==> config.mk <==
export PLATFORM = sky130hd
export DESIGN_NAME = phy_mgmt_control_status_regs
export DESIGN_NICKNAME = d
export VERILOG_FILES = /design/src/logic/phy_mgmt_control_status_regs.v
export VERILOG_INCLUDE_DIRS = /design/src /design/src/logic
export SDC_FILE = /design/constraint.sdc
export NUM_CORES = 1
export LEC_CHECK = 0
export BUFFER_PORTS_ARGS = -buffer_cell sky130_fd_sc_hd__buf_2
export CORE_ASPECT_RATIO = 1.5
export CORE_UTILIZATION = 45
export CTS_BUF_LIST = sky130_fd_sc_hd__clkbuf_8
export DETAILED_ROUTE_END_ITERATION = 12
export GPL_ROUTABILITY_DRIVEN = 0
export GPL_TIMING_DRIVEN = 1
export PLACE_DENSITY = 0.7
export SLEW_MARGIN = 20
export SYNTH_ARGS = -nofsm -noshare
export SYNTH_HDL_FRONTEND = slang
export SYNTH_SLANG_ARGS = --single-unit
==> constraint.sdc <==
create_clock -name i_clk_sys -period 2.7 [get_ports i_clk_sys]
set_clock_uncertainty 0.1 [all_clocks]
set_input_delay 0.405 -clock i_clk_sys [delete_from_list [all_inputs] [get_ports i_clk_sys]]
set_output_delay 0.405 -clock i_clk_sys [all_outputs]
set_load 0.03 [all_outputs]
==> src/logic/phy_mgmt_defs.vh <==
`ifndef PHY_MGMT_DEFS_VH
`define PHY_MGMT_DEFS_VH

// ==========================================================
// Register addresses
`define REG_CONTROL 5'h00
`define REG_STATUS 5'h01
`define BCAST_ADDR 5'h00

// ==========================================================
// Control register bit positions
`define CTL_RESET 15
`define CTL_LOOPBACK 14
`define CTL_SPEED 13
`define CTL_AN_EN 12
`define CTL_POWER_DOWN 11
`define CTL_ISOLATE 10
`define CTL_AN_RESTART 9
`define CTL_DUPLEX 8
`define CTL_COLTEST 7

// Control register reset values
`define RST_LOOPBACK 1'h0
`define RST_SPEED 1'h1
`define RST_AN_EN 1'h1
`define RST_POWER_DOWN 1'h0
`define RST_ISOLATE 1'h0
`define RST_DUPLEX 1'h1
`define RST_COLTEST 1'h0

// ==========================================================
// Status register bit positions and fixed content
`define STS_AN_DONE 5
`define STS_REMOTE_FAULT_LATCHED 4
`define STS_AN_ABLE 3
`define STS_LINK 2
`define STS_JABBER 1
`define STS_FIXED 16'h7801

// ==========================================================
// Management frame layout
`define PRE_LEN 6'h20
`define HDR_LAST 4'hC
`define DATA_LAST 4'hF
`define HDR_ST_BIT 12
`define HDR_OP_HI 11
`define HDR_OP_LO 10
`define HDR_PHY_HI 9
`define HDR_PHY_LO 5
`define HDR_REG_HI 4
`define HDR_REG_LO 0
`define OP_READ 2'h2
`define OP_WRITE 2'h1

`endif

==> src/logic/phy_mgmt_control_status_regs.v <==
`include "phy_mgmt_defs.vh"
`default_nettype none

module phy_mgmt_control_status_regs (
  input wire i_clk_sys,
  input wire i_nrst,
  input wire i_mdc,
  input wire i_mdio_in,
  output reg o_mdio_out,
  output reg o_mdio_oe,
  input wire [4:0] i_phy_addr,
  input wire [3:0] i_txd,
  input wire i_tx_en,
  output reg [3:0] o_rxd,
  output reg o_rx_dv,
  output reg o_col,
  output reg o_mii_oe,
  input wire [3:0] i_line_rxd,
  input wire i_line_rx_dv,
  input wire i_line_col,
  output reg [3:0] o_line_txd,
  output reg o_line_tx_en,
  input wire i_link_ok,
  input wire i_remote_fault,
  input wire i_jabber,
  input wire i_an_done,
  input wire i_an_speed_100,
  input wire i_an_full_duplex,
  input wire i_pcs_bypass,
  output reg o_speed_100,
  output reg o_full_duplex,
  output reg o_autoneg_enable,
  output reg o_autoneg_restart,
  output reg o_power_down,
  output reg o_soft_reset
);

  // ==========================================================
  // Input synchronisers
  localparam SYNC_W = 25;
  localparam [3:0] ST_PRE = 4'h1;
  localparam [3:0] ST_HDR = 4'h2;
  localparam [3:0] ST_TA = 4'h4;
  localparam [3:0] ST_DATA = 4'h8;

  wire [SYNC_W-1:0] async_in;
  reg [SYNC_W-1:0] sync1_q;
  reg [SYNC_W-1:0] sync2_q;

  assign async_in = {i_mdc, i_mdio_in, i_txd, i_tx_en, i_line_rxd, i_line_rx_dv,
    i_line_col, i_link_ok, i_remote_fault, i_jabber, i_an_done, i_an_speed_100,
    i_an_full_duplex, i_pcs_bypass, i_phy_addr};

  // Two flops on every pin input except clock and reset
  always @(posedge i_clk_sys or negedge i_nrst) begin
    if (!i_nrst) begin
      sync1_q <= {SYNC_W{1'b0}};
      sync2_q <= {SYNC_W{1'b0}};
    end else begin
      sync1_q <= async_in;
      sync2_q <= sync1_q;
    end
  end

  wire mdc_s = sync2_q[24];
  wire mdio_s = sync2_q[23];
  wire [3:0] txd_s = sync2_q[22:19];
  wire tx_en_s = sync2_q[18];
  wire [3:0] line_rxd_s = sync2_q[17:14];
  wire line_rx_dv_s = sync2_q[13];
  wire line_col_s = sync2_q[12];
  wire link_s = sync2_q[11];
  wire remote_fault_latched_s = sync2_q[10];
  wire jabber_s = sync2_q[9];
  wire an_done_s = sync2_q[8];
  wire an_speed_s = sync2_q[7];
  wire an_dup_s = sync2_q[6];
  wire pcs_bypass_s = sync2_q[5];
  wire [4:0] phy_addr_s = sync2_q[4:0];

  // ==========================================================
  // Control and status storage
  reg loopback_enable_q;
  reg speed_select_q;
  reg autoneg_enable_q;
  reg power_down_q;
  reg isolate_q;
  reg duplex_q;
  reg collision_test_q;
  reg remote_fault_latched_q;
  reg jabber_latched_q;
  reg link_fail_q;
  reg link_prev_q;
  reg powerup_q;

  // Frame engine state
  reg [3:0] state_q;
  reg [5:0] pre_cnt_q;
  reg [3:0] bit_cnt_q;
  reg [11:0] hdr_q;
  reg is_rd_q;
  reg is_wr_q;
  reg [4:0] reg_sel_q;
  reg [15:0] rd_sh_q;
  reg [15:0] wr_sh_q;
  reg mdc_prev_q;
  reg wr_go_q;
  reg rd_clr_q;

  wire mdc_rise = mdc_s & ~mdc_prev_q;
  wire [12:0] hdr_full = {hdr_q, mdio_s};
  wire [4:0] hdr_phy = hdr_full[`HDR_PHY_HI:`HDR_PHY_LO];
  wire [4:0] hdr_reg = hdr_full[`HDR_REG_HI:`HDR_REG_LO];
  wire [1:0] hdr_op = hdr_full[`HDR_OP_HI:`HDR_OP_LO];
  wire hdr_ok = hdr_full[`HDR_ST_BIT] &
    ((hdr_phy == phy_addr_s) | (hdr_phy == `BCAST_ADDR));
  wire wr_ctl = wr_go_q & (reg_sel_q == `REG_CONTROL);
  wire soft_rst = wr_ctl & wr_sh_q[`CTL_RESET];

  // Supported register decode
  function reg_known;
    input [4:0] addr;
    begin
      reg_known = (addr == `REG_CONTROL) | (addr == `REG_STATUS);
    end
  endfunction

  // ==========================================================
  // Register read views
  reg [15:0] ctl_word;
  reg [15:0] sts_word;

  // Control view; reset and restart read zero, reserved bits zero
  always @* begin
    ctl_word = 16'h0000;
    ctl_word[`CTL_LOOPBACK] = loopback_enable_q;
    ctl_word[`CTL_SPEED] = speed_select_q;
    ctl_word[`CTL_AN_EN] = autoneg_enable_q;
    ctl_word[`CTL_POWER_DOWN] = power_down_q;
    ctl_word[`CTL_ISOLATE] = isolate_q;
    ctl_word[`CTL_DUPLEX] = duplex_q;
    ctl_word[`CTL_COLTEST] = collision_test_q;
  end

  // Status view; AN ability bit follows the AN enable bit, other abilities fixed
  always @* begin
    sts_word = `STS_FIXED;
    sts_word[`STS_AN_DONE] = an_done_s & autoneg_enable_q;
    sts_word[`STS_REMOTE_FAULT_LATCHED] = remote_fault_latched_q;
    sts_word[`STS_AN_ABLE] = autoneg_enable_q;
    sts_word[`STS_LINK] = link_s & ~link_fail_q;
    sts_word[`STS_JABBER] = jabber_latched_q;
  end

  // ==========================================================
  // Management frame engine, stepped on each rising MDC edge
  always @(posedge i_clk_sys or negedge i_nrst) begin
    if (!i_nrst) begin
      state_q <= ST_PRE;
      pre_cnt_q <= 6'h00;
      bit_cnt_q <= 4'h0;
      hdr_q <= 12'h000;
      is_rd_q <= 1'b0;
      is_wr_q <= 1'b0;
      reg_sel_q <= 5'h00;
      rd_sh_q <= 16'h0000;
      wr_sh_q <= 16'h0000;
      mdc_prev_q <= 1'b0;
      wr_go_q <= 1'b0;
      rd_clr_q <= 1'b0;
      o_mdio_out <= 1'b0;
      o_mdio_oe <= 1'b0;
    end else begin
      mdc_prev_q <= mdc_s;
      wr_go_q <= 1'b0;
      rd_clr_q <= 1'b0;
      if (mdc_rise) begin
        case (state_q)
          ST_PRE: begin
            if (mdio_s) begin
              if (pre_cnt_q != `PRE_LEN) begin
                pre_cnt_q <= pre_cnt_q + 6'h01;
              end
            end else begin
              if (pre_cnt_q == `PRE_LEN) begin
                state_q <= ST_HDR;
                bit_cnt_q <= 4'h0;
              end
              pre_cnt_q <= 6'h00;
            end
          end
          ST_HDR: begin
            hdr_q <= hdr_full[11:0];
            bit_cnt_q <= bit_cnt_q + 4'h1;
            if (bit_cnt_q == `HDR_LAST) begin
              state_q <= ST_TA;
              bit_cnt_q <= 4'h0;
              reg_sel_q <= hdr_reg;
              // Unknown registers are never answered
              is_rd_q <= hdr_ok & (hdr_op == `OP_READ) & reg_known(hdr_reg);
              is_wr_q <= hdr_ok & (hdr_op == `OP_WRITE) & reg_known(hdr_reg);
            end
          end
          ST_TA: begin
            bit_cnt_q <= bit_cnt_q + 4'h1;
            if (bit_cnt_q == 4'h0) begin
              // Second turnaround bit is driven low by the device
              o_mdio_oe <= is_rd_q;
              o_mdio_out <= 1'b0;
            end else begin
              state_q <= ST_DATA;
              bit_cnt_q <= 4'h0;
              if (is_rd_q) begin
                if (reg_sel_q == `REG_STATUS) begin
                  o_mdio_out <= sts_word[15];
                  rd_sh_q <= {sts_word[14:0], 1'b0};
                  rd_clr_q <= 1'b1;
                end else begin
                  o_mdio_out <= ctl_word[15];
                  rd_sh_q <= {ctl_word[14:0], 1'b0};
                end
              end
            end
          end
          ST_DATA: begin
            bit_cnt_q <= bit_cnt_q + 4'h1;
            wr_sh_q <= {wr_sh_q[14:0], mdio_s};
            o_mdio_out <= rd_sh_q[15] & is_rd_q;
            rd_sh_q <= {rd_sh_q[14:0], 1'b0};
            if (bit_cnt_q == `DATA_LAST) begin
              state_q <= ST_PRE;
              pre_cnt_q <= 6'h00;
              o_mdio_oe <= 1'b0;
              o_mdio_out <= 1'b0;
              wr_go_q <= is_wr_q;
              is_rd_q <= 1'b0;
              is_wr_q <= 1'b0;
            end
          end
          default: begin
            state_q <= ST_PRE;
            pre_cnt_q <= 6'h00;
            o_mdio_oe <= 1'b0;
          end
        endcase
      end
    end
  end

  // ==========================================================
  // Control register writes and self-clearing actions
  always @(posedge i_clk_sys or negedge i_nrst) begin
    if (!i_nrst) begin
      loopback_enable_q <= `RST_LOOPBACK;
      speed_select_q <= `RST_SPEED;
      autoneg_enable_q <= `RST_AN_EN;
      power_down_q <= `RST_POWER_DOWN;
      isolate_q <= `RST_ISOLATE;
      duplex_q <= `RST_DUPLEX;
      collision_test_q <= `RST_COLTEST;
      powerup_q <= 1'b1;
      o_autoneg_restart <= 1'b0;
      o_soft_reset <= 1'b0;
    end else begin
      powerup_q <= 1'b0;
      o_soft_reset <= soft_rst;
      // Negotiation starts after power-up, soft reset or a restart write
      o_autoneg_restart <= powerup_q | soft_rst |
        (wr_ctl & wr_sh_q[`CTL_AN_RESTART]);
      if (soft_rst) begin
        loopback_enable_q <= `RST_LOOPBACK;
        speed_select_q <= `RST_SPEED;
        autoneg_enable_q <= `RST_AN_EN;
        power_down_q <= `RST_POWER_DOWN;
        isolate_q <= `RST_ISOLATE;
        duplex_q <= `RST_DUPLEX;
        collision_test_q <= `RST_COLTEST;
      end else if (wr_ctl) begin
        loopback_enable_q <= wr_sh_q[`CTL_LOOPBACK];
        autoneg_enable_q <= wr_sh_q[`CTL_AN_EN];
        power_down_q <= wr_sh_q[`CTL_POWER_DOWN];
        isolate_q <= wr_sh_q[`CTL_ISOLATE];
        collision_test_q <= wr_sh_q[`CTL_COLTEST];
        if (!autoneg_enable_q) begin
          speed_select_q <= wr_sh_q[`CTL_SPEED];
          duplex_q <= wr_sh_q[`CTL_DUPLEX];
        end
      end
    end
  end

  // ==========================================================
  // Latched status bits; a new event wins over the read clear
  always @(posedge i_clk_sys or negedge i_nrst) begin
    if (!i_nrst) begin
      remote_fault_latched_q <= 1'b0;
      jabber_latched_q <= 1'b0;
      link_fail_q <= 1'b0;
      link_prev_q <= 1'b0;
    end else begin
      link_prev_q <= link_s;
      if (soft_rst) begin
        remote_fault_latched_q <= 1'b0;
        jabber_latched_q <= 1'b0;
        link_fail_q <= 1'b0;
      end else begin
        remote_fault_latched_q <= remote_fault_latched_s |
          (remote_fault_latched_q & ~rd_clr_q);
        jabber_latched_q <= (jabber_s & ~o_speed_100) |
          (jabber_latched_q & ~rd_clr_q);
        link_fail_q <= (link_prev_q & ~link_s) | (link_fail_q & ~rd_clr_q);
      end
    end
  end

  // ==========================================================
  // Operating mode and MII datapath
  always @(posedge i_clk_sys or negedge i_nrst) begin
    if (!i_nrst) begin
      o_speed_100 <= `RST_SPEED;
      o_full_duplex <= `RST_DUPLEX;
      o_autoneg_enable <= `RST_AN_EN;
      o_power_down <= `RST_POWER_DOWN;
      o_rxd <= 4'h0;
      o_rx_dv <= 1'b0;
      o_col <= 1'b0;
      o_mii_oe <= 1'b0;
      o_line_txd <= 4'h0;
      o_line_tx_en <= 1'b0;
    end else begin
      // Manual bits only steer the mode with negotiation off
      o_speed_100 <= autoneg_enable_q ? an_speed_s : speed_select_q;
      o_full_duplex <= autoneg_enable_q ? an_dup_s : duplex_q;
      o_autoneg_enable <= autoneg_enable_q;
      o_power_down <= power_down_q;
      o_mii_oe <= ~isolate_q;
      // Loopback turns transmit back and silences the line
      if (loopback_enable_q) begin
        o_rxd <= txd_s;
        o_rx_dv <= tx_en_s;
        o_line_txd <= 4'h0;
        o_line_tx_en <= 1'b0;
      end else begin
        o_rxd <= line_rxd_s;
        o_rx_dv <= line_rx_dv_s;
        o_line_txd <= txd_s;
        o_line_tx_en <= tx_en_s;
      end
      if (collision_test_q && !pcs_bypass_s) begin
        o_col <= tx_en_s;
      end else begin
        o_col <= line_col_s & ~loopback_enable_q;
      end
    end
  end

endmodule // phy_mgmt_control_status_regs

`default_nettype wire

==> results.sh <==
export IMPL_min_from="sync1_q[1]$_DFF_PN0_"
export IMPL_n_antenna_cell=0
export IMPL_async_flop_share=1.00
export IMPL_power_density_nw_per_um2=792
export IMPL_synth_ff_type="dfrtp_1"
export IMPL_status="finished clean"
export IMPL_finalNetCount=545
export IMPL_dr_pass1_iters=4
export IMPL_maxSlewViolCount=0
export IMPL_seqCellArea_um2=3740
export IMPL_grt_pass1_wl_mm=17.1
export IMPL_setup_viol=0
export IMPL_die_height_um=141
export IMPL_reg2reg_setup_slack_ns=0.35
export IMPL_worstSetupEndpointType="flip-flop"
export IMPL_grt_pass1_vias=3684
export IMPL_synth_area_per_cell_um2=13.3
export IMPL_cts_buffers=17
export IMPL_max_freq_ghz=0.425
export IMPL_fillers=1050
export IMPL_drtIter0Drc=145
export IMPL_synth_cells=432
export IMPL_synth_fp_nets=463
export IMPL_die_w_um=94.4
export IMPL_cts_sinks=149
export IMPL_hold_viol=0
export IMPL_reg2reg_depth=4
export IMPL_max_cap_violations=0
export IMPL_placement_rows=50
export IMPL_routed_wl_mm=9.94
export IMPL_fin_util=0.550
export IMPL_leakage_uw=0.00318
export IMPL_route_detailed_wl_per_inst_um=14.6
export IMPL_r2r_end="rd_sh_q[1]$_DFFE_PN0P_"
export IMPL_setup_tns_ns=0
export IMPL_total_power_uw=5450
export IMPL_arrival_ns=2.57
export IMPL_cts_max_level=4
export IMPL_dieArea_um2=13300
export IMPL_finalCritPeriodShare=0.871
export IMPL_layout_drive_gt1_share=0.231
export IMPL_cts_tree="done"
export IMPL_cts_repair_resized=0
export IMPL_cts_setup_buffers=0
export IMPL_start_kind="flip-flop"
export IMPL_ys_warn_count=0
export IMPL_worstSetupPathType="flip-flop to flip-flop"
export IMPL_cts_buffer_depth=2
export IMPL_grt_setup_unrepaired="no"
export IMPL_hold_depth=0
export IMPL_area_growth_pct=19.3
export IMPL_slew_headroom=0.465
export IMPL_core_um2=12500
export IMPL_start_util=0.461
export IMPL_synth_edf_count=0
export IMPL_critPathRequiredTime_ns=2.92
export IMPL_syn_area_um2=5770
export IMPL_cts_root_buf="clkbuf_8"
export IMPL_ys_ff_latch=149
export IMPL_grtUsageTotal=0.167
export IMPL_dpl_hpwl_mm=6.70
export IMPL_grt_overflow=0
export IMPL_hold_class="flip-flop to flip-flop"
export IMPL_vias_per_cell=5.18
export IMPL_clkSlewWorstSetupHoldPaths_ns=0.08
export IMPL_grt_max_degree=61
export IMPL_multi_input_area_um2=1860
export IMPL_tightest_slew_ns=0.802
export IMPL_vias=3537
export IMPL_hold_path_end="sync2_q[1]$_DFF_PN0_"
export IMPL_port_buffers=46
export IMPL_rr_startpoint="state_q[2]$_DFFE_PN0P_"
export IMPL_fin_crit_ns=2.35
export IMPL_synth_seq_area_share=0.648
export IMPL_num_io_pins=47
export IMPL_insertion_delay_ns=0.43
export IMPL_cp_max_fo=22
export IMPL_drc=0
export IMPL_ys_types=60
export IMPL_ant_nets=0
export IMPL_antenna_found_initial=0
export IMPL_ir_drop_uv=345
cell usage in the layout (no fill, tap or decap), types with 6 or more instances in the layout:
master | netlist | layout
dfstp_2 | 8 | 8
inv_1 | 15 | 16
nor2_1 | 28 | 28
o21ai_0 | 14 | 14
buf_2 | 3 | 45
nand2_1 | 31 | 31
a31oi_1 | 6 | 6
nor2b_1 | 9 | 9
dfrtp_1 | 141 | 141
a21oi_1 | 9 | 9
buf_4 | 2 | 6
clkbuf_8 | 0 | 17
nand3_1 | 17 | 17
dlygate4sd3_1 | 0 | 26
mux2_1 | 34 | 34
nor3_1 | 7 | 7
mux2_2 | 11 | 11
xor2_1 | 7 | 7
where the power goes:
group	switching (uW)	internal [uW]	total [uW]
sequential	232	2430	2670
combinational	449	382	831
clock	838	1110	1950
worst max-delay path by stage:
stage | startpoint | to | slack (ns) | cells after the start
after global placement | bit_cnt_q[0]$_DFFE_PN0P_ | rd_sh_q[1]$_DFFE_PN0P_ | 0.45 | 6
after CTS | state_q[2]$_DFFE_PN0P_ | rd_sh_q[1]$_DFFE_PN0P_ | 0.34 | 4
final | state_q[2]$_DFFE_PN0P_ | rd_sh_q[1]$_DFFE_PN0P_ | 0.35 | 4
after detailed placement | state_q[2]$_DFFE_PN0P_ | rd_sh_q[1]$_DFFE_PN0P_ | 0.36 | 4
after global routing | state_q[2]$_DFFE_PN0P_ | rd_sh_q[1]$_DFFE_PN0P_ | 0.18 | 4
after floorplan | bit_cnt_q[0]$_DFFE_PN0P_ | rd_sh_q[15]$_DFFE_PN0P_ | 0.61 | 8
cell families after synthesis:
logic type	share of synthesized area
compound gates	0.0749
xor+xnor	0.0106
fa+ha+maj	0.00868
buf+inv	0.0286
flops	0.648
mux	0.0948
other cells	0.000650
simple gates	0.133
critical path, stage by stage (launching register included):
cell and delay, ns:
dfrtp_1 0.70, xor2_1 0.22, nand3_2 0.18, nor2_2 0.68, mux2_4 0.35
cell usage after synthesis (3+ instances only):
cell,count,share of area
dfrtp_1,141,0.61
mux2_1,34,0.066
nand2_1,31,0.020
nor2_1,28,0.018
nand3_1,17,0.015
inv_1,15,0.0098
o21ai_0,14,0.012
mux2_2,11,0.021
a21oi_1,9,0.0078
nor2b_1,9,0.0098
dfstp_2,8,0.036
nor3_1,7,0.0061
xor2_1,7,0.011
a31oi_1,6,0.0065
buf_6,5,0.0098
clkbuf_1,5,0.0033
nor3b_1,5,0.0065
o21ai_1,5,0.0043
a31o_1,4,0.0061
ha_1,4,0.0087
or4_1,4,0.0052
buf_2,3,0.0026
nand2b_1,3,0.0033
nor4b_4,3,0.012
o41ai_1,3,0.0046
stage by stage:
step | cells | hold WS, ns | setup slack (ns) | area, um2
2_1_floorplan | 432 | 0.00941 | 0.610 | 5770
3_3_place_gp | 625 | 0.232 | 0.449 | 6150
3_5_place_dp | 625 | 0.235 | 0.356 | 6150
4_1_cts | 683 | 0.254 | 0.343 | 6880
5_1_grt | 683 | 0.256 | 0.177 | 6880
6_report | 683 | 0.252 | 0.348 | 6880
registers in the layout, summed over array words and instances (netlist names), 4 cells and up:
name and flops:
bit_cnt_q 4, hdr_q 12, o_line_txd 4, o_rxd 4
pre_cnt_q 6, rd_sh_q 15, reg_sel_q 5, state_q 4
sync1_q 25, sync2_q 25, wr_sh_q 16
routing by layer:
metal	wire length (um)	global-route usage
met5	0	0
met1	4190	0.192
met2	5310	0.292
met4	126	0.0696
met3	311	0.0421
layout make-up:
type	instances	share of cell area
Timing Repair Buffer	79	0.0817
Clock inverter	15	0.0333
Multi-Input combinational cell	252	0.271
Clock buffer	17	0.0340
Tap cell	156	0.0284
Sequential cell	149	0.544
Inverter	15	0.00819
what timing repair did:
action,4_1_cts,5_1_grt
endpoints found under the hold margin,83,0
endpoints found under the setup margin,0,0
hold buffers,26,0
(Power assumes the default switching activity.)
